[src/rtl/rca_defines.svh]
// register offsets, reset values, field positions and scaling for the channel control slice
`ifndef RCA_DEFINES_SVH
`define RCA_DEFINES_SVH

`define RCA_OFS_EQ_INDEX 8'h13
`define RCA_OFS_RATE_LOCK 8'h2F
`define RCA_OFS_EYE_PAT 8'h30
`define RCA_OFS_ADAPT 8'h31
`define RCA_OFS_EYE_ENABLE 8'h36
`define RCA_OFS_EYE_LIMIT 8'h76

`define RCA_RST_EQ_INDEX 8'h00
`define RCA_RST_RATE_LOCK 8'h06
`define RCA_RST_EYE_PAT 8'h00
`define RCA_RST_ADAPT 8'h20
`define RCA_RST_EYE_ENABLE 8'h00
`define RCA_RST_EYE_LIMIT 8'h11

`define RCA_BIT_EQ_TABLE_INDEX_OVERRIDE 3
`define RCA_BIT_FREQ_CHECK 2
`define RCA_BIT_FLD_DISABLE 1
`define RCA_BIT_ADAPT_TRIG 0
`define RCA_BIT_RANGE_ERR 5
`define RCA_BIT_EYE_ALARM 4
`define RCA_BIT_PAT_CLK 3
`define RCA_BIT_EYE_ENABLE 6

`define RCA_REF_MODE_DEFAULT 2'h3
`define RCA_LIMIT_SCALE 3

`endif

[src/rtl/rca_pkg.sv]
// types shared by the channel control slice
package rca_pkg;

   typedef enum logic [1:0] {RCA_PRBS7, RCA_PRBS9, RCA_PRBS15, RCA_PRBS31} rca_pattern_e;
   typedef enum logic [1:0] {RCA_ADAPT_NONE, RCA_ADAPT_LIN, RCA_ADAPT_LIN_DFE_LIN, RCA_ADAPT_LOCK_DFE_EQ} rca_adapt_e;
   typedef enum logic [1:0] {RCA_MERIT_BAD, RCA_MERIT_HORIZ, RCA_MERIT_VERT, RCA_MERIT_BOTH} rca_merit_e;

   typedef struct packed {
      logic wrEn;
      logic rdEn;
      logic [7:0] addr;
      logic [7:0] wrData;
   } rca_req_s;

   typedef struct packed {
      logic [7:0] horizontal_eye_opening;
      logic [7:0] vertical_eye_opening;
      logic valid;
      logic rangeError;
   } rca_eye_s;

   typedef struct packed {
      logic [7:0] eqIndex;
      logic [7:0] rateLock;
      logic [7:0] eyePat;
      logic [7:0] adapt;
      logic [7:0] eyeEnable;
      logic [7:0] eyeLimit;
      logic [7:0] rdData;
      logic rdValid;
      logic adaptStart;
      logic [2:0] lockSync1;
      logic [2:0] lockSync2;
      logic lockDetected;
      logic fldEnable;
      logic [7:0] eqSetting;
      logic patternClkEnable;
      rca_pattern_e pattern;
      rca_adapt_e adaptMode;
      rca_merit_e merit;
      logic meritInvalid;
   } rca_state_s;

endpackage : rca_pkg

[src/rtl/rca_eq_table.sv]
// 32-entry equalizer setting table with registered read data
`timescale 1ns/10ps
module rca_eq_table #(
   parameter int DEPTH = 32,
   parameter int WIDTH = 8
) (
   input wire logic clk, // register clock
   input wire logic wrEn, // table write strobe
   input wire logic [$clog2(DEPTH)-1:0] wrAddr, // table write entry
   input wire logic [WIDTH-1:0] wrData, // table write value
   input wire logic [$clog2(DEPTH)-1:0] rdAddr, // table read entry
   output logic [WIDTH-1:0] rdData // registered table value
);

   logic [WIDTH-1:0] mem [DEPTH];

   // no reset on the array: contents come from configuration load
   always_ff @(posedge clk) begin
      if (wrEn) begin
         mem[wrAddr] <= wrData;
      end
      rdData <= mem[rdAddr];
   end

endmodule : rca_eq_table

[src/rtl/rca_channel_ctrl.sv]
// per-channel equalizer, lock qualifier, adaptation, pattern and eye alarm control registers
`timescale 1ns/10ps
`include "rca_defines.svh"
module rca_channel_ctrl
   import rca_pkg::*;
#(
   parameter int EQ_W = 8,
   parameter int TABLE_DEPTH = 32
) (
   // clock, reset and management access
   input wire logic clk, // register clock, 100 MHz
   input wire logic arst_n, // asynchronous reset, active low
   input wire rca_req_s req, // register access from the management bus engine
   output logic [7:0] rdData, // read data, valid with rdValid
   output logic rdValid, // one-cycle pulse, answer to a read
   // equalizer table load
   input wire logic tableWrEn, // equalizer table write strobe
   input wire logic [$clog2(TABLE_DEPTH)-1:0] tableWrAddr, // equalizer table entry
   input wire logic [EQ_W-1:0] tableWrData, // equalizer table value
   // channel status; the lock inputs arrive from other clocks
   input wire logic [EQ_W-1:0] adaptiveEq, // setting from the adaptation engine
   input wire logic [1:0] refMode, // reference clock mode
   input wire logic cdrLockRaw, // raw lock from the recovery loop, asynchronous
   input wire logic freqCheckPass, // frequency check result, asynchronous
   input wire logic fldLock, // frequency-lock detector result, asynchronous
   input wire rca_eye_s eye, // eye monitor results, same clock
   // channel controls, all registered
   output logic [EQ_W-1:0] eqSetting, // equalizer setting in use
   output logic lockDetected, // qualified lock
   output logic fldEnable, // frequency-lock detector enable
   output logic adaptStart, // one-cycle pulse, starts linear adaptation
   output logic patternClkEnable, // clock gate for generator and checker
   output rca_pattern_e pattern, // generated sequence
   output rca_adapt_e adaptMode, // adaptation mode
   output rca_merit_e merit, // equalizer figure of merit
   output logic meritInvalid, // merit field holds the invalid code
   output logic eyeAlarm // sticky eye-opening alarm
);

   ////////////////////////////////////////////////////////////////////////////////
   // register map of this slice
   // 0x13 [4:0] table entry used while the override is set, [7:5] stored only
   // 0x2F [7:6] rate, [5:4] sub-rate, [3] override, [2] freq check, [1] detector off, [0] trigger
   // 0x30 [7:6] stored, [5] range error, [4] eye alarm, [3] pattern clock, [2] stored, [1:0] pattern
   // 0x31 [7] stored, [6:5] adaptation mode, [4:3] merit, [2:0] stored
   // 0x36 [6] eye alarm enable, the other bits stored only
   // 0x76 [7:4] horizontal limit, [3:0] vertical limit, eight counts a step

   localparam int IDX_W = $clog2(TABLE_DEPTH);

   rca_state_s st;
   rca_state_s next_st;
   logic [EQ_W-1:0] tableData;
   logic [7:0] heoLimit;
   logic [7:0] veoLimit;
   logic eyeLow;
   logic alarmRead;
   logic cdrOk;
   logic freqOk;
   logic fldOk;

   // registered table read: an index change reaches eqSetting two clocks later
   rca_eq_table #(
      .DEPTH(TABLE_DEPTH),
      .WIDTH(EQ_W)
   ) rca_eq_table_i (
      .clk(clk),
      .wrEn(tableWrEn),
      .wrAddr(tableWrAddr),
      .wrData(tableWrData),
      .rdAddr(st.eqIndex[IDX_W-1:0]),
      .rdData(tableData)
   );

   ////////////////////////////////////////////////////////////////////////////////
   // limits are nibbles, each step worth eight counts of opening
   assign heoLimit = {4'h0, st.eyeLimit[7:4]} << `RCA_LIMIT_SCALE;
   assign veoLimit = {4'h0, st.eyeLimit[3:0]} << `RCA_LIMIT_SCALE;
   assign eyeLow = (eye.horizontal_eye_opening < heoLimit) || (eye.vertical_eye_opening < veoLimit);
   // a read of the alarm register drops the sticky flag
   assign alarmRead = req.rdEn && (req.addr == `RCA_OFS_EYE_PAT);

   // lock qualifiers: frequency and detector ones true when their check is off or has passed, loop lock only when it has passed
   assign cdrOk = st.lockSync2[0];
   assign freqOk = !st.rateLock[`RCA_BIT_FREQ_CHECK] || st.lockSync2[1];
   assign fldOk = !st.fldEnable || st.lockSync2[2];

   always_comb begin
      next_st = st;
      next_st.rdValid = 1'b0;
      // self-clear on the same edge that issues the start; a fresh write wins
      next_st.adaptStart = st.rateLock[`RCA_BIT_ADAPT_TRIG];
      if (st.rateLock[`RCA_BIT_ADAPT_TRIG]) begin
         next_st.rateLock[`RCA_BIT_ADAPT_TRIG] = 1'b0;
      end
      if (alarmRead) begin
         next_st.eyePat[`RCA_BIT_EYE_ALARM] = 1'b0;
      end

      // register writes; reserved bits are stored and steer nothing
      if (req.wrEn) begin
         if (req.addr == `RCA_OFS_EQ_INDEX) begin
            next_st.eqIndex = req.wrData;
         end else if (req.addr == `RCA_OFS_RATE_LOCK) begin
            next_st.rateLock = req.wrData;
         end else if (req.addr == `RCA_OFS_EYE_PAT) begin
            // status bits 5:4 are read-only; reserved bits are stored only
            next_st.eyePat = {req.wrData[7:6], st.eyePat[5:4], req.wrData[3:0]};
            if (alarmRead) begin
               next_st.eyePat[`RCA_BIT_EYE_ALARM] = 1'b0;
            end
         end else if (req.addr == `RCA_OFS_ADAPT) begin
            next_st.adapt = req.wrData;
         end else if (req.addr == `RCA_OFS_EYE_ENABLE) begin
            next_st.eyeEnable = req.wrData;
         end else if (req.addr == `RCA_OFS_EYE_LIMIT) begin
            next_st.eyeLimit = req.wrData;
         end
      end

      // hardware set wins over the clearing read
      if (eye.valid && st.eyeEnable[`RCA_BIT_EYE_ENABLE] && eyeLow) begin
         next_st.eyePat[`RCA_BIT_EYE_ALARM] = 1'b1;
      end
      // range error mirrors the monitor every clock, no latching
      next_st.eyePat[`RCA_BIT_RANGE_ERR] = eye.rangeError;

      // read data registered; unmapped offsets read as zero
      if (req.rdEn) begin
         next_st.rdValid = 1'b1;
         if (req.addr == `RCA_OFS_EQ_INDEX) begin
            next_st.rdData = st.eqIndex;
         end else if (req.addr == `RCA_OFS_RATE_LOCK) begin
            next_st.rdData = st.rateLock;
         end else if (req.addr == `RCA_OFS_EYE_PAT) begin
            next_st.rdData = st.eyePat;
         end else if (req.addr == `RCA_OFS_ADAPT) begin
            next_st.rdData = st.adapt;
         end else if (req.addr == `RCA_OFS_EYE_ENABLE) begin
            next_st.rdData = st.eyeEnable;
         end else if (req.addr == `RCA_OFS_EYE_LIMIT) begin
            next_st.rdData = st.eyeLimit;
         end else begin
            next_st.rdData = 8'h00;
         end
      end

      ////////////////////////////////////////////////////////////////////////////////
      // two flops on each asynchronous lock input; only the second one is read
      next_st.lockSync1 = {fldLock, freqCheckPass, cdrLockRaw};
      next_st.lockSync2 = st.lockSync1;
      if (refMode == `RCA_REF_MODE_DEFAULT) begin
         next_st.fldEnable = !st.rateLock[`RCA_BIT_FLD_DISABLE];
      end else begin
         // outside the default reference mode the detector stays on
         next_st.fldEnable = 1'b1;
      end
      next_st.lockDetected = cdrOk && freqOk && fldOk;
      if (st.rateLock[`RCA_BIT_EQ_TABLE_INDEX_OVERRIDE]) begin
         next_st.eqSetting = tableData;
      end else begin
         next_st.eqSetting = adaptiveEq;
      end

      // decoded controls follow their register bits one clock later
      // toggling this enable is how software restarts generator and checker
      next_st.patternClkEnable = st.eyePat[`RCA_BIT_PAT_CLK];
      next_st.pattern = rca_pattern_e'(st.eyePat[1:0]);
      next_st.adaptMode = rca_adapt_e'(st.adapt[6:5]);
      next_st.merit = rca_merit_e'(st.adapt[4:3]);
      next_st.meritInvalid = (st.adapt[4:3] == 2'b00);
   end

   ////////////////////////////////////////////////////////////////////////////////
   // reset loads the register defaults; decodes start at their reset codes, except fldEnable, which starts on
   always_ff @(posedge clk or negedge arst_n) begin
      if (!arst_n) begin
         st <= '0;
         st.eqIndex <= `RCA_RST_EQ_INDEX;
         st.rateLock <= `RCA_RST_RATE_LOCK;
         st.eyePat <= `RCA_RST_EYE_PAT;
         st.adapt <= `RCA_RST_ADAPT;
         st.eyeEnable <= `RCA_RST_EYE_ENABLE;
         st.eyeLimit <= `RCA_RST_EYE_LIMIT;
         st.fldEnable <= 1'b1;
         st.adaptMode <= RCA_ADAPT_LIN;
         st.meritInvalid <= 1'b1;
      end else begin
         st <= next_st;
      end
   end

   ////////////////////////////////////////////////////////////////////////////////
   // every output straight from a flop of the state
   assign rdData = st.rdData;
   assign rdValid = st.rdValid;
   assign eqSetting = st.eqSetting;
   assign lockDetected = st.lockDetected;
   assign fldEnable = st.fldEnable;
   assign adaptStart = st.adaptStart;
   assign patternClkEnable = st.patternClkEnable;
   assign pattern = st.pattern;
   assign adaptMode = st.adaptMode;
   assign merit = st.merit;
   assign meritInvalid = st.meritInvalid;
   assign eyeAlarm = st.eyePat[`RCA_BIT_EYE_ALARM];

endmodule : rca_channel_ctrl

[config.mk]
export PLATFORM = sky130hd
export DESIGN_NAME = rca_channel_ctrl
export DESIGN_NICKNAME = d
export VERILOG_FILES = /design/src/rtl/rca_pkg.sv /design/src/rtl/rca_eq_table.sv /design/src/rtl/rca_channel_ctrl.sv
export VERILOG_INCLUDE_DIRS = /design/src /design/src/rtl
export SDC_FILE = /design/constraint.sdc
export NUM_CORES = 1
export LEC_CHECK = 0
export ABC_AREA = 1
export BUFFER_PORTS_ARGS = -buffer_cell sky130_fd_sc_hd__buf_2
export CORE_UTILIZATION = 57
export CTS_BUF_LIST = sky130_fd_sc_hd__clkbuf_8
export DETAILED_ROUTE_END_ITERATION = 10
export PLACE_DENSITY = 0.76
export REMOVE_ABC_BUFFERS = 1
export SLEW_MARGIN = 20
export SYNTH_ARGS = -nofsm -noshare
export SYNTH_HDL_FRONTEND = slang
export SYNTH_SLANG_ARGS = --single-unit
[constraint.sdc]
create_clock -name clk -period 1.3 [get_ports clk]
set_input_delay 0.065 -clock clk [delete_from_list [all_inputs] [get_ports clk]]
set_output_delay 0.065 -clock clk [all_outputs]
set_load 0.01 [all_outputs]
# Yosys cells after proc, flatten, opt, wreduce, memory -nomap -nowiden
# Memory sizes are Yosys's and may differ from the RTL's. A register that Yosys moved wholly into a read port is not among the register bits.
# Index checks and enable logic that the tools add are counted.
# W data, S select, Z words.
# totals
register_bits	82
mem_bits_rw	256
inputBits	65
output_inout_bits	29
word_cells	78
mem_count	1
# classes
n_lt_le_gt_ge	2
eq_ne	7
muxes	24
bitwise_logic	5
n_reduce_logical	18
# memory_table
memory	words	width	read_ports	rd_ports_with_merged_regs	write_ports	line_no	rtl
rca_eq_table_i.mem	32	8	1	1	1	rca_eq_table.sv:15	logic [WIDTH-1:0] mem [DEPTH];
# op_table
op	count
$mux W8	12
$mux W33	2
$eq A8 B6 Y1 const B	4
$mux W32	1
$mux W24	1
$lt A8 B7 Y1	2
$mux W16	1
$eq A8 B5 Y1 const B	1
$eq A8 B7 Y1 const B	1
$mux W1	7
$reduce_and A7 Y1	1
$reduce_and A6 Y1	1
$logic_and A1 B1 Y1	5
$not A1 Y1	5
$reduce_and A5 Y1	1
$reduce_and A4 Y1	1
$logic_not A1 Y1	3
$logic_or A1 B1 Y1	3
$reduce_and A3 Y1	1
$eq A2 B2 Y1 const B	1
$logic_not A2 Y1	1
$reduce_and A2 Y1	1

# Logic depth before layout (Yosys ltp)
# depth
depth_word	9
depth_mapped	11
mapped_depth_nobuf	9

# By module
# From an unflattened synthesis, not the netlist that was laid out.
# hier_totals
cells_unflattened	1347
area_unflattened_um2	14642.8
# modules_own_cells
module	n_inst	cells_each	area_per_inst_um2	seq_area_each_um2
rca_eq_table	1	922	10786.6	7847.5
rca_channel_ctrl	1	425	3856.2	2062.0

# Worst setup path before layout
# No wires, ideal clock.
# synth_path
path_type	register to register
startpoint	reg st[75] in the netlist's numbering
endpoint	reg rca_eq_table_i.rdData[1], read port of rca_eq_table_i.mem
setup_ns	0.114
arrival_time_ns	1.195
required_ns	1.186
slack_ns	-0.008
path_stages_with_launch	10
n_path_buf	1
period_less_slack_ns	1.308
path_cell_list	dfrtp_1 inv_2 clkbuf_1 nand3_1 nand3_1 nand2_1 nand2_1 nand2_1 nand2_1 nand2_1
# synth_rtl
item	line_no	rtl
start: declaration	rca_channel_ctrl.sv:51	rca_state_s st;
start signal: assignment	rca_channel_ctrl.sv:189	st <= next_st;
end: declaration	rca_eq_table.sv:12	output logic [WIDTH-1:0] rdData

==> impl_metrics.yaml <==
routing:
  via_per_inst: 5.71
  vias: 11000
  drt_iter0_markers: 1234
  firstDrtPassIters: 6
  drc: 0
  routed_wl_mm: 37.8
  ant_nets: 0
  routedWlPerCell_um: 19.7
synth:
  synth_seq_area_share_pct: 68.8
  yosysTopAreaCellShare_pct: 53.4
  synthCells: 1335
  synth_edf_count: 256
  yosysTopAreaCell: "edfxtp_1"
  synth_area_um2: 14400
  yosys-top-cells-count: "nand2_1, edfxtp_1, nand3_1"
  yosysWarnings: 0
  synth.most_common_cell: "nand2_1"
  avgSynthCellArea_um2: 10.8
  ys_types: 31
  synth.ff_latch_count: 346
  async_flop_share_pct: 23.7
  synth.top_cells.by_area: "edfxtp_1, dfrtp_1, nand2_1"
  ys.flop_type: "edfxtp_1"
finish:
  layout.nets: 1628
  syn2layout_area_growth_pct: 26.0
  fill_cells: 1548
  layout-drive-gt1-share_pct: 27.0
  n_antenna_cell: 0
critical_path:
  end_kind: "register"
  critPathKind: "reg2reg"
  r2r_end: "rca_eq_table_i.rdData[5]"
  reg2reg_slack_ns: -0.44
  start_kind: "register"
  cp_max_fo: 6
  arrival_ns: 2.19
  worstPathRequired_ns: 1.75
  r2r_start: "st[74]"
  startpoint: "st[74]"
  ff2ff_path_depth: 11
  crit_path_end: "rca_eq_table_i.rdData[5]"
outcome:
  status: "finished, violations left"
  violations: "setup timing"
pwr:
  leakagePower_nw: 7.51
  p_per_area_nw_per_um2: 1280
  ir_drop_v: 0.00138
  power_mw: 23.2
grt:
  grt_pass1_vias: 10800
  grt_pass1_wl_mm: 57.0
  gr-total-overflow: 0
  grtUsageTotal_pct: 28.6
  antenna_found_initial: 0
  grt_max_degree: 54
clock_network:
  cts_buffers: 53
  clk_pin_slew_ns: 0.06
  clock_sinks: 346
  root_buffer: "clkbuf_8"
  cts_tree: "built"
  clockBufferDepth: 3
  clkLatencyLatePin_ns: 0.59
  ctsHtreeMaxLevel: 2
placed_design:
  place_congestion: 0.902
  io_buffers: 87
  dp_hpwl_mm: 22.0
sta:
  finalHoldViolCount: 0
  hold_slack_ns: 0.0332
  setup_viol: 9
  rsz0062_at_grt: "yes"
  finalCritPeriodShare_pct: 134
  final.setup.tns_ns: -2.80
  setup_slack_ns: -0.442
  skew_ns: 0.0308
  fin_crit_ns: 1.74
  max_freq_mhz: 574
  max_slew.worst_pin.slew_ns: 0.536
  finalMaxSlewViolations: 0
  maxSlewHeadroom_pct: 64.2
die:
  rows: 57
  die_area_um2: 25900
  start_util_pct: 58.7
  core_um2: 24500
  io_pins: 94
  dieHeight_um: 161
  die_x_um: 161
worst_hold_path:
  holdPathStages: 7
  hold_path.class: "in2reg"
job:
  cap_violations: 0
logic make-up (layout without fill, tap and decap cells):
| group | Yosys count | in the layout | synth area share (%) |
|---|---|---|---|
| mux | 8 | 8 | 0.626 |
| fa+ha+maj | 6 | 6 | 0.521 |
| buf+inv | 142 | 408 | 4.78 |
| simple gates | 767 | 767 | 22.7 |
| flops | 346 | 346 | 68.8 |
| compound gates | 66 | 66 | 2.55 |
critical path, cell delays in order, from the launching register on:
cell      delay (ns)
dfrtp_4         0.53
clkinv_8        0.11
buf_12          0.16
buf_12          0.14
nand2_1         0.06
nand3_1         0.13
nand3_2         0.10
nand2_2         0.08
nand2_1         0.06
nand2_1         0.08
nand2_1         0.10
nand2_1         0.08
cell usage in the layout, fill, tap and decap left out, drive strengths merged:
cell | Yosys | layout
dfxtp | 8 | 8
dfstp | 8 | 8
a21oi | 9 | 9
clkinvlp | 0 | 1
mux2 | 8 | 8
nand3 | 248 | 248
bufinv | 0 | 2
nor3 | 2 | 2
dlygate4sd3 | 0 | 38
nand4 | 2 | 2
nor4 | 1 | 1
edfxtp | 256 | 256
dfrtp | 74 | 74
ha | 6 | 6
clkbuf | 10 | 65
nand2 | 443 | 443
inv | 56 | 74
buf | 75 | 208
o21ai | 56 | 56
a21boi | 1 | 1
nor2 | 71 | 71
clkinv | 1 | 20
layer usage:
layer / vias to the layer above / part of all wire, % / track usage, %
met2: 657 / 49 / 47.3
met5: - / 0 / 0
met4: 0 / 3.1 / 9.95
met3: 107 / 9.9 / 4.75
li1: 4979 / - / -
met1: 5242 / 38 / 38.4
metrics by stage:
step | utilization (%) | area, um2 | cells | setup slack (ns)
2_1_floorplan | - | 13900 | 1250 | -3.92
3_3_place_gp | 64.9 | 15900 | 1771 | -0.299
3_5_place_dp | 64.9 | 15900 | 1771 | -0.335
4_1_cts | 71.5 | 17500 | 1914 | -0.301
5_1_grt | 73.9 | 18100 | 1925 | -0.478
6_report | 73.9 | 18100 | 1925 | -0.442
worst min path at each step:
stage / start / end / slack, ns
finish: eye[16] / eyeAlarm / 0.03
global route: req[8] / next_st[6] / 0.04
CTS: req[8] / next_st[6] / 0.01
detailed placement: arst_n / eqSetting[0] / 0.05
global placement: arst_n / rdValid / 0.04
floorplan: arst_n / adaptMode[1] / -0.23
timing repair:
item                                    in CTS  in global routing
endpoints found under the setup margin      10                 14
gates cloned                                 3                  6
resized for setup                           24                109
hold endpoints to repair                   405                  0
setup buffers                                3                  5
hold buffers                                38                  0
pin swaps                                    5                 26
report_power, final:
group | leakage, nW | total [mW] | switching (mW) | internal [mW]
Sequential | 3.43 | 12.3 | 0.151 | 12.2
Combinational | 3.49 | 2.13 | 1.29 | 0.849
Clock | 0.590 | 8.71 | 4.14 | 4.57
Total | 7.51 | 23.2 | 5.58 | 17.6
layout make-up:
type | count | area (um2) | share of cell area (%)
clock inverter | 40 | 221 | 1.22
timing repair buffer | 252 | 2320 | 12.8
inverter | 57 | 226 | 1.25
multi-input combinational | 847 | 4240 | 23.4
clock buffer | 59 | 812 | 4.48
sequential | 346 | 9910 | 54.7
tap | 324 | 405 | 2.23
registers in the layout (all words and copies together), names as in the netlist, 4 cells and up:
name                   flops
eqSetting                  8
rca_eq_table_i.mem       256
next_st                   11
rca_eq_table_i.rdData      8
heoLimit                   4
rdData                     8
st                        37
No activity file was read; power rests on OpenSTA's default activity.
